===== config.mk =====
export PLATFORM = sky130hd
export DESIGN_NAME = flash_program_erase_ctrl
export DESIGN_NICKNAME = d
export VERILOG_FILES = /design/src/flash_ctrl_pkg.sv /design/src/flash_program_erase_ctrl.sv
export SDC_FILE = /design/constraint.sdc
export NUM_CORES = 1
export LEC_CHECK = 0
export ABC_CLOCK_PERIOD_IN_PS = 2600
export BUFFER_PORTS_ARGS = -buffer_cell sky130_fd_sc_hd__buf_2
export CAP_MARGIN = 20
export CORE_UTILIZATION = 50
export DETAILED_ROUTE_END_ITERATION = 10
export PLACE_DENSITY = 0.92
export SLEW_MARGIN = 15
export SYNTH_ARGS = -nofsm -noshare
export SYNTH_HDL_FRONTEND = slang
export SYNTH_SLANG_ARGS = --single-unit

===== constraint.sdc =====
create_clock -name system_clock -period 2.6 [get_ports system_clock]
set_input_delay 0.26 -clock system_clock [delete_from_list [all_inputs] [get_ports system_clock]]
set_output_delay 0.26 -clock system_clock [all_outputs]
set_load 0.005 [all_outputs]

===== src/flash_ctrl_pkg.sv =====
// Package for the flash program/erase control block: register map, field positions,
// reset values, key words and the structs that carry array requests and answers.
// Assumes a 32-bit word-wide register port and one system clock.
package flash_ctrl_pkg;

  // Register byte offsets.
  localparam logic [7:0] ACCESS_CONTROL_OFS = 8'h00;
  localparam logic [7:0] ARRAY_UNLOCK_KEY_OFS = 8'h04;
  localparam logic [7:0] OPTION_UNLOCK_KEY_OFS = 8'h08;
  localparam logic [7:0] OPERATION_STATUS_OFS = 8'h0C;
  localparam logic [7:0] OPERATION_CONTROL_OFS = 8'h10;

  // Access control fields.
  localparam int ACR_LATENCY_LSB = 0;
  localparam int ACR_PREFETCH_ENABLE = 4;
  localparam int ACR_PREFETCH_STATE = 5;
  localparam logic [2:0] LATENCY_ZERO_WAIT = 3'h0;
  localparam logic [2:0] LATENCY_ONE_WAIT = 3'h1;
  localparam logic [31:0] ACCESS_CONTROL_RESET = 32'h0000_0000;

  // Status fields.
  localparam int SR_IN_FLIGHT = 0;
  localparam int SR_NOT_BLANK = 2;
  localparam int SR_PROTECT = 4;
  localparam int SR_DONE = 5;
  localparam logic [31:0] OPERATION_STATUS_RESET = 32'h0000_0000;

  // Control fields.
  localparam int CR_WORD_PROGRAM = 0;
  localparam int CR_PAGE_ERASE = 1;
  localparam int CR_MASS_ERASE = 2;
  localparam int CR_OPTION_PROGRAM = 4;
  localparam int CR_OPTION_ERASE = 5;
  localparam int CR_ERASE_TRIGGER = 6;
  localparam int CR_LOCK = 7;
  localparam int CR_OPTION_GRANTED = 9;
  localparam int CR_FAULT_IRQ_EN = 10;
  localparam int CR_DONE_IRQ_EN = 12;
  localparam int CR_OPTION_RELOAD = 13;
  localparam logic [31:0] OPERATION_CONTROL_RESET = 32'h0000_0080;

  // Unlock key words, first then second. Values are arbitrary.
  localparam logic [31:0] UNLOCK_WORD_FIRST = 32'h1357_9BDF;
  localparam logic [31:0] UNLOCK_WORD_SECOND = 32'h2468_ACE0;

  // Word that a blank location reads before programming.
  localparam logic [15:0] BLANK_WORD = 16'hFFFF;

  typedef enum logic [2:0] {
    OP_NONE = 3'h0,
    OP_WORD_PROGRAM = 3'h1,
    OP_PAGE_ERASE = 3'h2,
    OP_MASS_ERASE = 3'h3,
    OP_OPTION_PROGRAM = 3'h4,
    OP_OPTION_ERASE = 3'h5
  } op_kind_t;

  // Request to the array: one-cycle start with the operation kind.
  typedef struct packed {
    logic start;
    op_kind_t kind;
  } array_req_t;

  // Answer from the array: one-cycle finish with the reasons for failure.
  typedef struct packed {
    logic finish;
    logic protectHit;
    logic oldWordValid;
    logic [15:0] oldWord;
  } array_resp_t;

endpackage


===== src/flash_program_erase_ctrl.sv =====
// Control and status logic of the flash program/erase interface.
// Assumes a word-wide register port with one-cycle strobes and an array that answers
// each started operation with exactly one finish pulse.
//
// Contract
// - Done flag with done enable raises interrupt.
// - Either fault flag with fault enable raises interrupt.
// - Prefetch enable bit switches prefetch off/on.
// - Prefetch state sets on first enabled fetch.
// - Wait-state field: 000 none, 001 one.
// - Both key registers write-only, read zero.
// - Done flag sets on success, write-1 clears.
// - Protect flag sets on protected program, write-1 clears.
// - Not-blank flag sets on non-blank target, write-1 clears.
// - Busy sets at start, clears at finish/error.
// - Option reload request forces reload and reset.
// - Option grant set by key sequence, software clears.
// - Lock resets to one, software sets only.
// - Failed unlock keeps lock until reset.
// - Erase trigger launches erase, clears with busy.
// - One select bit per operation type.
// - Protected target sets protect flag, array untouched.
//
// Strobed register access was decided locally.
`timescale 1ns/1ps
`default_nettype none

module flash_program_erase_ctrl (
  // System.
  input wire logic system_clock,
  input wire logic sysRst,
  // Register port.
  input wire logic [7:0] regAddr,
  input wire logic [31:0] regWrData,
  input wire logic regWrite,
  input wire logic regRead,
  output logic [31:0] regRdData,
  // Core side: a data write into the flash space and instruction fetches.
  input wire logic flashWrite,
  input wire logic fetchRequest,
  // Array side.
  output flash_ctrl_pkg::array_req_t arrayReq,
  input wire flash_ctrl_pkg::array_resp_t arrayResp,
  // Settings and events toward the system.
  output logic [2:0] waitStates,
  output logic prefetchOn,
  output logic flashIrq,
  output logic optionReloadReset
);

  typedef enum logic [1:0] {
    IDLE = 2'b00,
    LAUNCH = 2'b01,
    RUN = 2'b11
  } seq_state_t;

  typedef enum logic [1:0] {
    KEY_FIRST = 2'b00,
    KEY_SECOND = 2'b01,
    KEY_BARRED = 2'b11
  } key_state_t;

  seq_state_t seqState_q;
  key_state_t arrayKey_q;
  key_state_t optionKey_q;
  logic [2:0] latency_q;
  logic prefetchEnable_q;
  logic prefetchState_q;
  logic opDone_q;
  logic protectViolation_q;
  logic notBlankFault_q;
  logic inFlight_q;
  logic [5:0] selects_q;
  logic eraseTrigger_q;
  logic lock_q;
  logic optionGranted_q;
  logic faultIrqEn_q;
  logic doneIrqEn_q;
  logic optionReload_q;
  flash_ctrl_pkg::op_kind_t pendingKind_q;
  flash_ctrl_pkg::array_req_t arrayReq_q;
  logic [31:0] rdData_q;
  logic irq_q;

  logic wrAcr;
  logic wrSr;
  logic wrCr;
  logic wrArrayKey;
  logic wrOptionKey;
  logic eraseLaunch;
  logic programLaunch;
  logic finishOk;
  logic finishProtect;
  logic finishNotBlank;
  flash_ctrl_pkg::op_kind_t eraseKind;
  flash_ctrl_pkg::op_kind_t programKind;

  // Sub-word accesses cannot occur here: the port carries whole words only.
  assign wrAcr = regWrite && regAddr == flash_ctrl_pkg::ACCESS_CONTROL_OFS;
  assign wrArrayKey = regWrite && regAddr == flash_ctrl_pkg::ARRAY_UNLOCK_KEY_OFS;
  assign wrOptionKey = regWrite && regAddr == flash_ctrl_pkg::OPTION_UNLOCK_KEY_OFS;
  assign wrSr = regWrite && regAddr == flash_ctrl_pkg::OPERATION_STATUS_OFS;
  assign wrCr = regWrite && regAddr == flash_ctrl_pkg::OPERATION_CONTROL_OFS;

  // Mass erase wins over page erase, which wins over option erase.
  always_comb begin
    if (selects_q[flash_ctrl_pkg::CR_MASS_ERASE]) begin
      eraseKind = flash_ctrl_pkg::OP_MASS_ERASE;
    end else if (selects_q[flash_ctrl_pkg::CR_PAGE_ERASE]) begin
      eraseKind = flash_ctrl_pkg::OP_PAGE_ERASE;
    end else if (selects_q[flash_ctrl_pkg::CR_OPTION_ERASE] && optionGranted_q) begin
      eraseKind = flash_ctrl_pkg::OP_OPTION_ERASE;
    end else begin
      eraseKind = flash_ctrl_pkg::OP_NONE;
    end
  end

  always_comb begin
    if (selects_q[flash_ctrl_pkg::CR_WORD_PROGRAM]) begin
      programKind = flash_ctrl_pkg::OP_WORD_PROGRAM;
    end else if (selects_q[flash_ctrl_pkg::CR_OPTION_PROGRAM] && optionGranted_q) begin
      programKind = flash_ctrl_pkg::OP_OPTION_PROGRAM;
    end else begin
      programKind = flash_ctrl_pkg::OP_NONE;
    end
  end

  // A trigger write is taken only unlocked, idle, and with an erase selected.
  assign eraseLaunch = wrCr && regWrData[flash_ctrl_pkg::CR_ERASE_TRIGGER] && !lock_q
                       && seqState_q == IDLE && eraseKind != flash_ctrl_pkg::OP_NONE;
  // A program starts on a write into the flash space while a program type is selected.
  // An erase trigger still set blocks it; software cannot clear it, only the finish of the erase does.
  assign programLaunch = flashWrite && !lock_q && seqState_q == IDLE && !eraseTrigger_q
                         && programKind != flash_ctrl_pkg::OP_NONE;

  // Error cases take priority over success; the array leaves the cells alone on them.
  assign finishProtect = seqState_q == RUN && arrayResp.finish && arrayResp.protectHit;
  assign finishNotBlank = seqState_q == RUN && arrayResp.finish && !arrayResp.protectHit
                          && arrayResp.oldWordValid && arrayResp.oldWord != flash_ctrl_pkg::BLANK_WORD;
  assign finishOk = seqState_q == RUN && arrayResp.finish && !finishProtect && !finishNotBlank;

  // Operation sequencer.
  always_ff @(posedge system_clock) begin
    if (sysRst) begin
      seqState_q <= IDLE;
      pendingKind_q <= flash_ctrl_pkg::OP_NONE;
    end else begin
      unique case (seqState_q)
        IDLE: begin
          if (eraseLaunch) begin
            seqState_q <= LAUNCH;
            pendingKind_q <= eraseKind;
          end else if (programLaunch) begin
            seqState_q <= LAUNCH;
            pendingKind_q <= programKind;
          end
        end
        LAUNCH: begin
          seqState_q <= RUN;
        end
        RUN: begin
          if (arrayResp.finish) begin
            seqState_q <= IDLE;
          end
        end
        default: begin
          seqState_q <= IDLE;
        end
      endcase
    end
  end

  // Start pulse to the array, issued from the launch state.
  always_ff @(posedge system_clock) begin
    if (sysRst) begin
      arrayReq_q <= '0;
    end else begin
      arrayReq_q.start <= seqState_q == LAUNCH;
      arrayReq_q.kind <= (seqState_q == LAUNCH) ? pendingKind_q : flash_ctrl_pkg::OP_NONE;
    end
  end

  // Busy rises with the launch and falls with the finish, error or not.
  always_ff @(posedge system_clock) begin
    if (sysRst) begin
      inFlight_q <= 1'b0;
    end else if (seqState_q == LAUNCH) begin
      inFlight_q <= 1'b1;
    end else if (seqState_q == RUN && arrayResp.finish) begin
      inFlight_q <= 1'b0;
    end
  end

  // Sticky status flags: a set in the same cycle as a write-1 clear wins.
  always_ff @(posedge system_clock) begin
    if (sysRst) begin
      opDone_q <= 1'b0;
      protectViolation_q <= 1'b0;
      notBlankFault_q <= 1'b0;
    end else begin
      opDone_q <= finishOk || (opDone_q && !(wrSr && regWrData[flash_ctrl_pkg::SR_DONE]));
      protectViolation_q <= finishProtect
                            || (protectViolation_q && !(wrSr && regWrData[flash_ctrl_pkg::SR_PROTECT]));
      notBlankFault_q <= finishNotBlank
                         || (notBlankFault_q && !(wrSr && regWrData[flash_ctrl_pkg::SR_NOT_BLANK]));
    end
  end

  // Array key sequence; any wrong word bars further attempts until reset.
  always_ff @(posedge system_clock) begin
    if (sysRst) begin
      arrayKey_q <= KEY_FIRST;
    end else if (wrArrayKey) begin
      unique case (arrayKey_q)
        KEY_FIRST: begin
          arrayKey_q <= (regWrData == flash_ctrl_pkg::UNLOCK_WORD_FIRST) ? KEY_SECOND : KEY_BARRED;
        end
        KEY_SECOND: begin
          arrayKey_q <= (regWrData == flash_ctrl_pkg::UNLOCK_WORD_SECOND) ? KEY_FIRST : KEY_BARRED;
        end
        KEY_BARRED: begin
          arrayKey_q <= KEY_BARRED;
        end
        default: begin
          arrayKey_q <= KEY_BARRED;
        end
      endcase
    end
  end

  // Option key sequence, same words; it is honoured only once the array is unlocked.
  always_ff @(posedge system_clock) begin
    if (sysRst) begin
      optionKey_q <= KEY_FIRST;
    end else if (wrOptionKey) begin
      unique case (optionKey_q)
        KEY_FIRST: begin
          optionKey_q <= (regWrData == flash_ctrl_pkg::UNLOCK_WORD_FIRST) ? KEY_SECOND : KEY_BARRED;
        end
        KEY_SECOND: begin
          optionKey_q <= (regWrData == flash_ctrl_pkg::UNLOCK_WORD_SECOND) ? KEY_FIRST : KEY_BARRED;
        end
        KEY_BARRED: begin
          optionKey_q <= KEY_BARRED;
        end
        default: begin
          optionKey_q <= KEY_BARRED;
        end
      endcase
    end
  end

  // Lock: software can only set it; the second good key clears it.
  always_ff @(posedge system_clock) begin
    if (sysRst) begin
      lock_q <= flash_ctrl_pkg::OPERATION_CONTROL_RESET[flash_ctrl_pkg::CR_LOCK];
    end else if (wrCr && regWrData[flash_ctrl_pkg::CR_LOCK]) begin
      lock_q <= 1'b1;
    end else if (wrArrayKey && arrayKey_q == KEY_SECOND
                 && regWrData == flash_ctrl_pkg::UNLOCK_WORD_SECOND) begin
      lock_q <= 1'b0;
    end
  end

  // Option grant: hardware sets on the good sequence, software may clear.
  always_ff @(posedge system_clock) begin
    if (sysRst) begin
      optionGranted_q <= 1'b0;
    end else if (wrOptionKey && optionKey_q == KEY_SECOND && !lock_q
                 && regWrData == flash_ctrl_pkg::UNLOCK_WORD_SECOND) begin
      optionGranted_q <= 1'b1;
    end else if (wrCr && !regWrData[flash_ctrl_pkg::CR_OPTION_GRANTED]) begin
      optionGranted_q <= 1'b0;
    end
  end

  // Select bits and trigger; frozen while locked or busy so a running job keeps its type.
  always_ff @(posedge system_clock) begin
    if (sysRst) begin
      selects_q <= '0;
    end else if (wrCr && !lock_q && seqState_q == IDLE) begin
      selects_q <= regWrData[5:0] & 6'h37;
    end
  end

  always_ff @(posedge system_clock) begin
    if (sysRst) begin
      eraseTrigger_q <= 1'b0;
    end else if (eraseLaunch) begin
      eraseTrigger_q <= 1'b1;
    end else if (inFlight_q && seqState_q == RUN && arrayResp.finish) begin
      eraseTrigger_q <= 1'b0;
    end
  end

  // Interrupt enables and the option reload request.
  always_ff @(posedge system_clock) begin
    if (sysRst) begin
      faultIrqEn_q <= 1'b0;
      doneIrqEn_q <= 1'b0;
    end else if (wrCr) begin
      faultIrqEn_q <= regWrData[flash_ctrl_pkg::CR_FAULT_IRQ_EN];
      doneIrqEn_q <= regWrData[flash_ctrl_pkg::CR_DONE_IRQ_EN];
    end
  end

  // The request stays up until the system reset it causes clears it.
  always_ff @(posedge system_clock) begin
    if (sysRst) begin
      optionReload_q <= 1'b0;
    end else if (wrCr && regWrData[flash_ctrl_pkg::CR_OPTION_RELOAD]) begin
      optionReload_q <= 1'b1;
    end
  end

  // Access control: latency and prefetch.
  always_ff @(posedge system_clock) begin
    if (sysRst) begin
      latency_q <= flash_ctrl_pkg::ACCESS_CONTROL_RESET[2:0];
      prefetchEnable_q <= 1'b0;
    end else if (wrAcr) begin
      latency_q <= regWrData[flash_ctrl_pkg::ACR_LATENCY_LSB +: 3];
      prefetchEnable_q <= regWrData[flash_ctrl_pkg::ACR_PREFETCH_ENABLE];
    end
  end

  // The buffer only counts as active after a real fetch with prefetch on.
  always_ff @(posedge system_clock) begin
    if (sysRst) begin
      prefetchState_q <= 1'b0;
    end else if (!prefetchEnable_q) begin
      prefetchState_q <= 1'b0;
    end else if (fetchRequest) begin
      prefetchState_q <= 1'b1;
    end
  end

  // Interrupt request.
  always_ff @(posedge system_clock) begin
    if (sysRst) begin
      irq_q <= 1'b0;
    end else begin
      irq_q <= (opDone_q && doneIrqEn_q) || ((protectViolation_q || notBlankFault_q) && faultIrqEn_q);
    end
  end

  // Read data, one cycle after the strobe; keys and unmapped addresses read zero.
  always_ff @(posedge system_clock) begin
    if (sysRst) begin
      rdData_q <= '0;
    end else if (regRead) begin
      rdData_q <= '0;
      unique case (regAddr)
        flash_ctrl_pkg::ACCESS_CONTROL_OFS: begin
          rdData_q <= {26'h0, prefetchState_q, prefetchEnable_q, 1'b0, latency_q};
        end
        flash_ctrl_pkg::OPERATION_STATUS_OFS: begin
          rdData_q <= {26'h0, opDone_q, protectViolation_q, 1'b0, notBlankFault_q, 1'b0, inFlight_q};
        end
        flash_ctrl_pkg::OPERATION_CONTROL_OFS: begin
          rdData_q <= {18'h0, optionReload_q, doneIrqEn_q, 1'b0, faultIrqEn_q, optionGranted_q,
                       1'b0, lock_q, eraseTrigger_q, selects_q};
        end
        default: begin
          rdData_q <= '0;
        end
      endcase
    end
  end

  assign regRdData = rdData_q;
  assign arrayReq = arrayReq_q;
  assign waitStates = latency_q;
  assign prefetchOn = prefetchEnable_q;
  assign flashIrq = irq_q;
  assign optionReloadReset = optionReload_q;
endmodule

`default_nettype wire


After elaboration in Yosys (flattened, before gate mapping)
Cells that the tools add are included.
Storage, ports and cells
  word-level logic and storage cells: 130
  flip-flop bits (word level): 66
  input port bits: 65
Cells by class
  equal/unequal tests: 13
  bitwise gates (word level): 2
  multiplexer cells: 22
  reductions and logical operators: 71
Operators by type and width (number)
  1-bit logical AND: 42
  14-bit case mux with 3 select lines: 1
  32-bit by 29-bit equality test with 1-bit output (second input constant): 1
  32-bit by 30-bit equality test with 1-bit output (second input constant): 1
  3-bit 2-to-1 mux: 7
  8-bit by 4-bit equality test with 1-bit output (second input constant): 2
  16-bit != test (second input constant): 1
  2-bit 2-to-1 mux: 5
  1-bit zero test: 9
  8-bit by 3-bit equality test with 1-bit output (second input constant): 1
  8-bit by 5-bit equality test with 1-bit output (second input constant): 1
  8-bit zero test: 1
  2-bit case mux with 2 select lines: 2
  2-bit nonzero test: 4
  2-bit by 1-bit equality test with 1-bit output (second input constant): 3
  2-bit zero test: 3
  1-bit 2-to-1 mux: 6
  2-bit case mux with 3 select lines: 1
  3-bit nonzero test: 2
  2-bit OR reduction: 3
  1-bit logical OR: 5
  2-bit AND reduction: 2
  3-bit != test (second input constant): 1
  2-bit equality test (second input constant): 1
  2 further kinds: 3

Depth between registers and ports, before layout
Gate-level depths: netlist of the first run.
  depth after elaboration: 8
  depth in mapped cells: 6
  mapped depth without buffers: 4

Worst setup path after synthesis of the first run
Ideal clock, no wire load.
  kind: input to register
  start: input port regWrData[9]
  end: register lock_q
  data arrival time: 1442 ps
  cell stages on the path: 4
  slack: 1036 ps
  data required time: 2478 ps
  buffers on the path: 0
  cell sequence: or4b_4 > nor3b_4 > nand4_1 > a221o_1
Between the ends
  longest elaborated chain between the ends: 2
Ends and longest elaborated chain
  start, declared: RTL line flash_program_erase_ctrl.sv:34  | input wire logic [31:0] regWrData,
  32-bit by 30-bit equality test with 1-bit output: RTL line flash_program_erase_ctrl.sv:260  | && regWrData == flash_ctrl_pkg::UNLOCK_WORD_SECOND) begin
  1-bit logical AND: RTL line flash_program_erase_ctrl.sv:260
  end signal, assigned: RTL line flash_program_erase_ctrl.sv:256  | lock_q <= flash_ctrl_pkg::OPERATION_CONTROL_RESET[flash_ctrl_pkg::CR_LOCK];
  end, declared: RTL line flash_program_erase_ctrl.sv:75  | logic lock_q;
No other way between the ends.
A chain may end at the register's enable or synchronous reset.

Worst setup path in the final report of the first run
  start: register lock_q
  end: register pendingKind_q[1]
Between the ends
  longest elaborated chain between the ends: 7
  elaborated cells on any way between the ends: 11
  those cells by class: mux (1); reduce/logical (10)
Ends and longest elaborated chain
  1-bit zero test *: RTL line flash_program_erase_ctrl.sv:129, flash_program_erase_ctrl.sv:133
  1-bit logical AND (3 in a row): RTL line flash_program_erase_ctrl.sv:133  | assign programLaunch = flashWrite && !lock_q && seqState_q == IDLE && !eraseTrigger_q
  1-bit logical AND: RTL line flash_program_erase_ctrl.sv:134  | && programKind != flash_ctrl_pkg::OP_NONE;
  2-bit nonzero test (no source line)
  2-bit AND reduction (no source line)
  end signal, assigned: RTL line flash_program_erase_ctrl.sv:146  | pendingKind_q <= flash_ctrl_pkg::OP_NONE;
  end signal, assigned: RTL line flash_program_erase_ctrl.sv:152  | pendingKind_q <= eraseKind;
  end signal, assigned: RTL line flash_program_erase_ctrl.sv:155  | pendingKind_q <= programKind;
  end, declared: RTL line flash_program_erase_ctrl.sv:80  | flash_ctrl_pkg::op_kind_t pendingKind_q;
Every way passes the cells marked *; elsewhere a longest branch is shown, timed or not.

==> results.cfg, run 1 <==
[timing]
skew_ns = 0.00247
clock.fmax_ghz = 0.645
setup_viol = 0
maxSlewViolCount = 0
min_period_over_period_pct = 59.6
worstMarginPinSlew_ns = 0.742
fin_tns_setup_ns = 0
finalCriticalPeriod_ns = 1.55
rsz0062_at_grt = false
final_hold_viol_count = 0
setup_ws_ns = 1.05
relSlewSlack_pct = 50.4

[floorplanning]
dieHeight_um = 70.2
die_w_um = 70.2
die_area_mm2 = 0.00493
ios = 107
core_area_mm2 = 0.00441
initial_core_util_pct = 52.7
rows = 24

[grt]
grt_pass1_wl_um = 9550
antenna_found_initial = 0
grt_use_met1_pct = 30.0
track_usage_pct = 24.8
grt_pass1_vias = 2063
grtUsageMet2_pct = 41.1
overflow = 0
grtUsageMet3_pct = 7.07
grt_max_degree = 35
top_usage_layer = met2

[clocking]
clock_sinks = 45
cts_tree = done
cts_buffers = 5
cts-root-buf = clkbuf_8
post_cts_resize_count = 0
ctsHtreeMaxLevel = 2
cts_hold_buf = 0
clk_pin_slew_ns = 0.08
clkLatencyLatePin_ns = 0.30
clockBufferDepth = 2
cts_setup_buffers = 0

[drt]
first_iter_violations = 141
drtAntennaViolNets = 0
finalWirelength_um = 5890
vias_per_cell = 5.81
dr_total_vias = 2288
wl_per_cell_um = 14.9
drt_first_pass_iters = 4
drc = 0

[power]
p_int_w = 0.000932
clockPowerShare_pct = 33.7
leakagePower_nw = 1.24
power.net_switching_w = 0.000288
power.density_mw_per_mm2 = 439
peakVddDrop_uv = 277
combPwrFrac_pct = 9.9
p_total_w = 0.00122
switching_share_pct = 23.6
power.share.sequential_pct = 56.5

[placed_design]
routabilityCongestion = 0.948
portBuffers = 85
dpl.hpwl_um = 4570
post_dp_cell_area_mm2 = 0.00270
pre_cts_ws_ns = 0.810

[synth]
synth-compound-area-share_pct = 16.9
postSynthCellCount = 260
ys_types = 53
synth_async_sr_flop_share_pct = 0
postSynthAreaPerCell_um2 = 8.95
syn-cell-area_mm2 = 0.00233
yosysWarnings = 0
synth_edf_count = 0
synthAdderAreaFrac_pct = 0
synthMuxAreaShare_pct = 4.14
synth_top_family_by_area = simple AND/OR/NAND/NOR gates
synth_flop_cell = dfxtp_1
synthSimpleGateAreaFrac_pct = 30.4
ys_seq_elements = 45
synthXorXnorAreaFrac_pct = 0
yosysSeqAreaShare_pct = 38.7

[critical_path]
worst-endpoint-required_ns = 2.77
critPathMaxStageDelay_ns = 0.37
cp_top_family = simple AND/OR/NAND/NOR gates
critPathLaunchType = flip-flop
cp-end-kind = flip-flop
cp_slowest_cell = dfxtp_1
r2r_cells = 5
critPathBufInv = 1
crit_path_cell_trace = nor3_1 > buf_4 > and4_1 > o2bb2ai_1 > o32ai_1
crit_type = reg -> reg
cp.arrival_ns = 1.72
critical_path_depth = 5
worstPathMaxFanout = 11

[finish]
num_antenna_cells = 0
final_nets = 406
layout-drive-gt1-share_pct = 31.9
num-fill-cells = 405
syn_to_final_growth_pct = 19.5
final_util_pct = 63.0
stdcell_area_mm2 = 0.00278

[hold_path]
hold_path_depth = 2
worstHoldPathType = in -> reg

[run_status]
status = complete, no violations

[job]
drv_cap = 0
==> power groups by stage <==
stage | combinational, W | clock (W) | sequential, W
final | 0.000120 | 0.000411 | 0.000689
after global routing | 0.000132 | 0.000451 | 0.000689
after CTS | 0.000119 | 0.000420 | 0.000689
after detailed placement | 0.000118 | 0 | 0.000705
after global placement | 0.000115 | 0 | 0.000705
after floorplan | 0.0000725 | 0 | 0.000705
==> flip-flops by register name, indices dropped and copies added, names as in the netlist, 2 cells and up <==
signal	cells
regRdData	11
selects_q	5
arrayReq	4
pendingKind_q	3
waitStates	3
arrayKey_q	2
optionKey_q	2
seqState_q	2
==> cell usage in the layout (no fill, tap or decap), drive strengths merged, types with 2 or more instances in the layout <==
cell type   n
a21oi      13
a22oi       7
a2bb2oi     5
a31o        2
a32oi       5
and2        3
and3       10
and4        3
and4b       2
buf        87
clkbuf      8
conb       21
dfxtp      45
inv         5
mux2        5
mux2i       4
nand2      20
nand2b      2
nand3       9
nand4      14
nor2       18
nor2b       5
nor3        5
nor3b       3
nor4        5
nor4b       3
nor4bb      4
o211a       2
o21ai       5
o31ai       3
o32ai       3
or4b        2
==> synthesized netlist by cell type, types with 3 or more instances <==
| library cell | n | area, um^2 |
|---|---|---|
| a21oi_1 | 13 | 65.1 |
| a22oi_1 | 7 | 52.6 |
| a2bb2oi_1 | 5 | 43.8 |
| a32oi_1 | 5 | 43.8 |
| and2_1 | 3 | 18.8 |
| and3_1 | 7 | 43.8 |
| and3_2 | 3 | 22.5 |
| and4_1 | 3 | 26.3 |
| buf_2 | 3 | 15.0 |
| buf_4 | 21 | 158 |
| clkbuf_1 | 9 | 33.8 |
| dfxtp_1 | 45 | 901 |
| inv_1 | 5 | 18.8 |
| mux2_2 | 5 | 56.3 |
| mux2i_1 | 4 | 40.0 |
| nand2_1 | 20 | 75.1 |
| nand3_1 | 9 | 45.0 |
| nand4_1 | 14 | 87.6 |
| nor2_1 | 18 | 67.6 |
| nor2b_1 | 5 | 31.3 |
| nor3_1 | 4 | 20.0 |
| nor4_1 | 3 | 18.8 |
| nor4bb_1 | 4 | 40.0 |
| o21ai_0 | 4 | 20.0 |
| o31ai_1 | 3 | 22.5 |
| o32ai_1 | 3 | 26.3 |
==> metal layers <==
metal / wire, um / part of all wire, % / up-vias
met1: 2380 / 40 / 1068
met3: 467 / 7.9 / 11
met2: 2910 / 49 / 107
li1: - / - / 1102
met4: 126 / 2.1 / 0
met5: 0 / 0 / -
==> worst paths after layout <==
path                     from          endpoint  slack [ns]
max                    lock_q  pendingKind_q[1]        1.05
min              fetchRequest   prefetchState_q        0.19
max reg2reg            lock_q  pendingKind_q[1]        1.05
min reg2reg  pendingKind_q[1]  pendingKind_q[1]        0.46
==> worst register-to-register path, cell delays in order (launching register included) <==
cell	delay [ns]
dfxtp_1	0.37
nor3_1	0.20
buf_4	0.20
and4_1	0.28
o2bb2ai_1	0.23
o32ai_1	0.15
==> cell type report <==
type	instances	area, um^2	area share, %
multi-input combinational	197	1280	45.9
sequential	45	901	32.4
timing repair buffer	87	440	15.8
clock buffer	8	80.1	2.88
tap	52	65.1	2.34
inverter	5	18.8	0.675
==> cells by family (layout without fill, tap and decap cells) <==
kind of cell	Yosys count	count (layout)
other	1	21
AOI/OAI and AO/OA	54	54
DFF	45	45
muxes	9	9
buffers and inverters	38	100
and+or+nand+nor	113	113
==> metrics by stage <==
step	hold WS (ns)	instances
CTS	0.182	394
finish	0.191	394
floorplan	0.396	280
global placement	0.451	386
detailed placement	0.450	386
global route	0.190	394
Note: power is estimated with default switching activity, not from simulation.
==> run 2, diff against run 1 <==
--- a/config.mk
+++ b/config.mk
@@ -5,12 +5,13 @@
 export SDC_FILE = /design/constraint.sdc
 export NUM_CORES = 1
 export LEC_CHECK = 0
-export ABC_CLOCK_PERIOD_IN_PS = 2600
+export ABC_AREA = 1
+export ABC_CLOCK_PERIOD_IN_PS = 1450
 export BUFFER_PORTS_ARGS = -buffer_cell sky130_fd_sc_hd__buf_2
 export CAP_MARGIN = 20
-export CORE_UTILIZATION = 50
+export CORE_UTILIZATION = 48
 export DETAILED_ROUTE_END_ITERATION = 10
-export PLACE_DENSITY = 0.92
+export PLACE_DENSITY = 0.87
 export SLEW_MARGIN = 15
 export SYNTH_ARGS = -nofsm -noshare
 export SYNTH_HDL_FRONTEND = slang
==> constraint.sdc (replaced) <==
create_clock -name system_clock -period 1.45 [get_ports system_clock]
set_input_delay 0.145 -clock system_clock [delete_from_list [all_inputs] [get_ports system_clock]]
set_output_delay 0.145 -clock system_clock [all_outputs]
set_load 0.005 [all_outputs]
==> run 2 against run 1 <==
Against the previous run: clock power increased by 73%; worst setup slack got worse by 0.97 ns; critical path depth increased by 1; clock skew increased by 0.0012 ns; core utilization decreased by 1.9 points; area after synthesis increased by 11%; maximum frequency increased by 13%; clock-buffer cell count decreased by 3; synthesized cell count increased by 51%; critical path type unchanged; highest routed layer unchanged.
==> results.cfg, run 2 <==
[run_status]
status = complete, no violations

[drt]
first_iter_violations = 125
drc = 0
drtAntennaViolNets = 0
vias_per_cell = 4.85
drt_first_pass_iters = 4
wl_per_cell_um = 11.6
dr_total_vias = 2687
finalWirelength_um = 6420

[floorplanning]
ios = 107
dieHeight_um = 75.4
core_area_mm2 = 0.00514
initial_core_util_pct = 50.3
die_area_mm2 = 0.00569
rows = 26
die_w_um = 75.4

[timing]
skew_ns = 0.00366
setup_ws_ns = 0.0815
clock.fmax_ghz = 0.731
min_period_over_period_pct = 94.4
finalCriticalPeriod_ns = 1.37
maxSlewViolCount = 0
final_hold_viol_count = 0
setup_viol = 0
fin_tns_setup_ns = 0

[synth]
synth_flop_cell = dfxtp_1
synth_area_leaders = dfxtp_1, nand2_1, nor2_1, inv_1, buf_4
yosysSeqAreaShare_pct = 34.8
yosysMostFrequentCell = nand2_1
synth_async_sr_flop_share_pct = 0
synth_top_area_share_pct = 34.8
ys_seq_elements = 45
postSynthCellCount = 392
yosysWarnings = 0
synth_top_cells_by_count = nand2_1, nor2_1, inv_1
ys_types = 26
postSynthAreaPerCell_um2 = 6.60
syn-cell-area_mm2 = 0.00259
yosys.area.top_type = dfxtp_1
synth_edf_count = 0

[critical_path]
cp_top_family = simple AND/OR/NAND/NOR gates
critPathBufInv = 1
cp.arrival_ns = 1.61
r2r-end = pendingKind_q[0]
cp-end-kind = flip-flop
cp_slowest_cell = nor3_4
crit_type = reg -> reg
worstPathMaxFanout = 6
critPathLaunchType = flip-flop
critPathMaxStageDelay_ns = 0.36
r2r_cells = 6
crit_path_cell_trace = nor3_4 > nand4_4 > buf_4 > nand3_1 > nand2_1 > nor2_1
worst-endpoint-required_ns = 1.69
rrSetupSlack_ns = 0.08
reg2reg_from = seqState_q[0]

[finish]
num-fill-cells = 499
layout_commonest_cell = nand2_1
syn_to_final_growth_pct = 21.4
layout-drive-gt1-share_pct = 25.0
layout_common_cells = nand2_1, buf_2, nor2_1
largest_register_ffs = 11
final_nets = 550
stdcell_area_mm2 = 0.00314
num_antenna_cells = 0
final_util_pct = 61.1

[placed_design]
routabilityCongestion = 0.928
portBuffers = 85
post_dp_cell_area_mm2 = 0.00302
pre_cts_ws_ns = 0.0719
dpl.hpwl_um = 5160

[grt]
grt_max_degree = 22
track_usage_pct = 23.7
grt_pass1_vias = 2372
overflow = 0
grt_pass1_wl_um = 10300
antenna_found_initial = 0

[clocking]
clk_pin_slew_ns = 0.08
clockBufferDepth = 2
cts_buffers = 5
ctsHtreeMaxLevel = 2
cts_tree = done
cts-root-buf = clkbuf_8
clkLatencyLatePin_ns = 0.29
clock_sinks = 45

[hold_path]
hp-start = fetchRequest
worstHoldPathType = in -> reg
hold_path_depth = 3
min_to = prefetchState_q

[power]
power.density_mw_per_mm2 = 711
p_total_w = 0.00223
peakVddDrop_uv = 337
leakagePower_nw = 1.47

[job]
drv_cap = 0
run 2: cell count changes after synthesis, sizes merged, moves of 7 or more:
cell	before	now
nand4	14	7
nor3	5	15
a21oi	13	30
nand2	20	94
nand3	9	21
and3	10	1
nor2	18	64
a22oi	7	0
inv	5	50
o21ai	5	26
run 2: area by class of cell:
class,count,area [um^2],area share [%]
clock inverters,1,5.00,0.159
inverters,50,188,5.98
well taps,70,87.6,2.79
multi-input cells,290,1400,44.6
clock buffers,5,68.8,2.19
flip-flops and latches,45,903,28.8
repair buffers,93,485,15.5
run 2: how the worst max path moves through the flow:
stage                                   to       startpoint  cells after the start
final                     pendingKind_q[0]    seqState_q[0]                      6
after global routing      pendingKind_q[0]  optionGranted_q                      7
after CTS                 pendingKind_q[0]           lock_q                      6
after detailed placement  pendingKind_q[0]           lock_q                      6
after global placement    pendingKind_q[0]           lock_q                      6
after floorplan           pendingKind_q[0]           lock_q                      6
run 2: cells by family (layout without fill, tap and decap cells):
| kind of cell | Yosys count | after routing | synth area share (%) |
|---|---|---|---|
| buf+inv | 77 | 149 | 14.2 |
| other cells | 1 | 21 | 0.145 |
| compound gates | 65 | 65 | 13.8 |
| simple gates | 204 | 204 | 37.0 |
| flops | 45 | 45 | 34.8 |
run 2: worst register-to-register path, stage by stage (launching register included):
cell	delay, ns
dfxtp_2	0.35
nor3_4	0.36
nand4_4	0.21
buf_4	0.20
nand3_1	0.06
nand2_1	0.05
nor2_1	0.09
run 2: per-layer routing:
metal	vias up	global-route usage (%)	share of wire, %
li1	1399	-	-
met1	1198	29.0	44
met2	80	40.9	49
met3	10	5.82	5.0
met4	0	7.82	1.6
met5	-	0	0
run 2: repair_timing:
item,4_1_cts,5_1_grt
endpoints found under the setup margin,0,3
setup buffers,0,5
hold buffers,0,0
resized for setup,0,5
run 2: through the flow:
step	hold WS, ns	std cells
after floorplan	0.271	412
after global placement	0.394	543
after detailed placement	0.393	543
after CTS	0.0864	549
after global routing	0.125	554
final	0.0954	554
run 2: report_power, final:
part / switching, W / internal, W
logic: 0.000166 / 0.000106
clock network: 0.000395 / 0.000317
registers: 0.00000377 / 0.00124
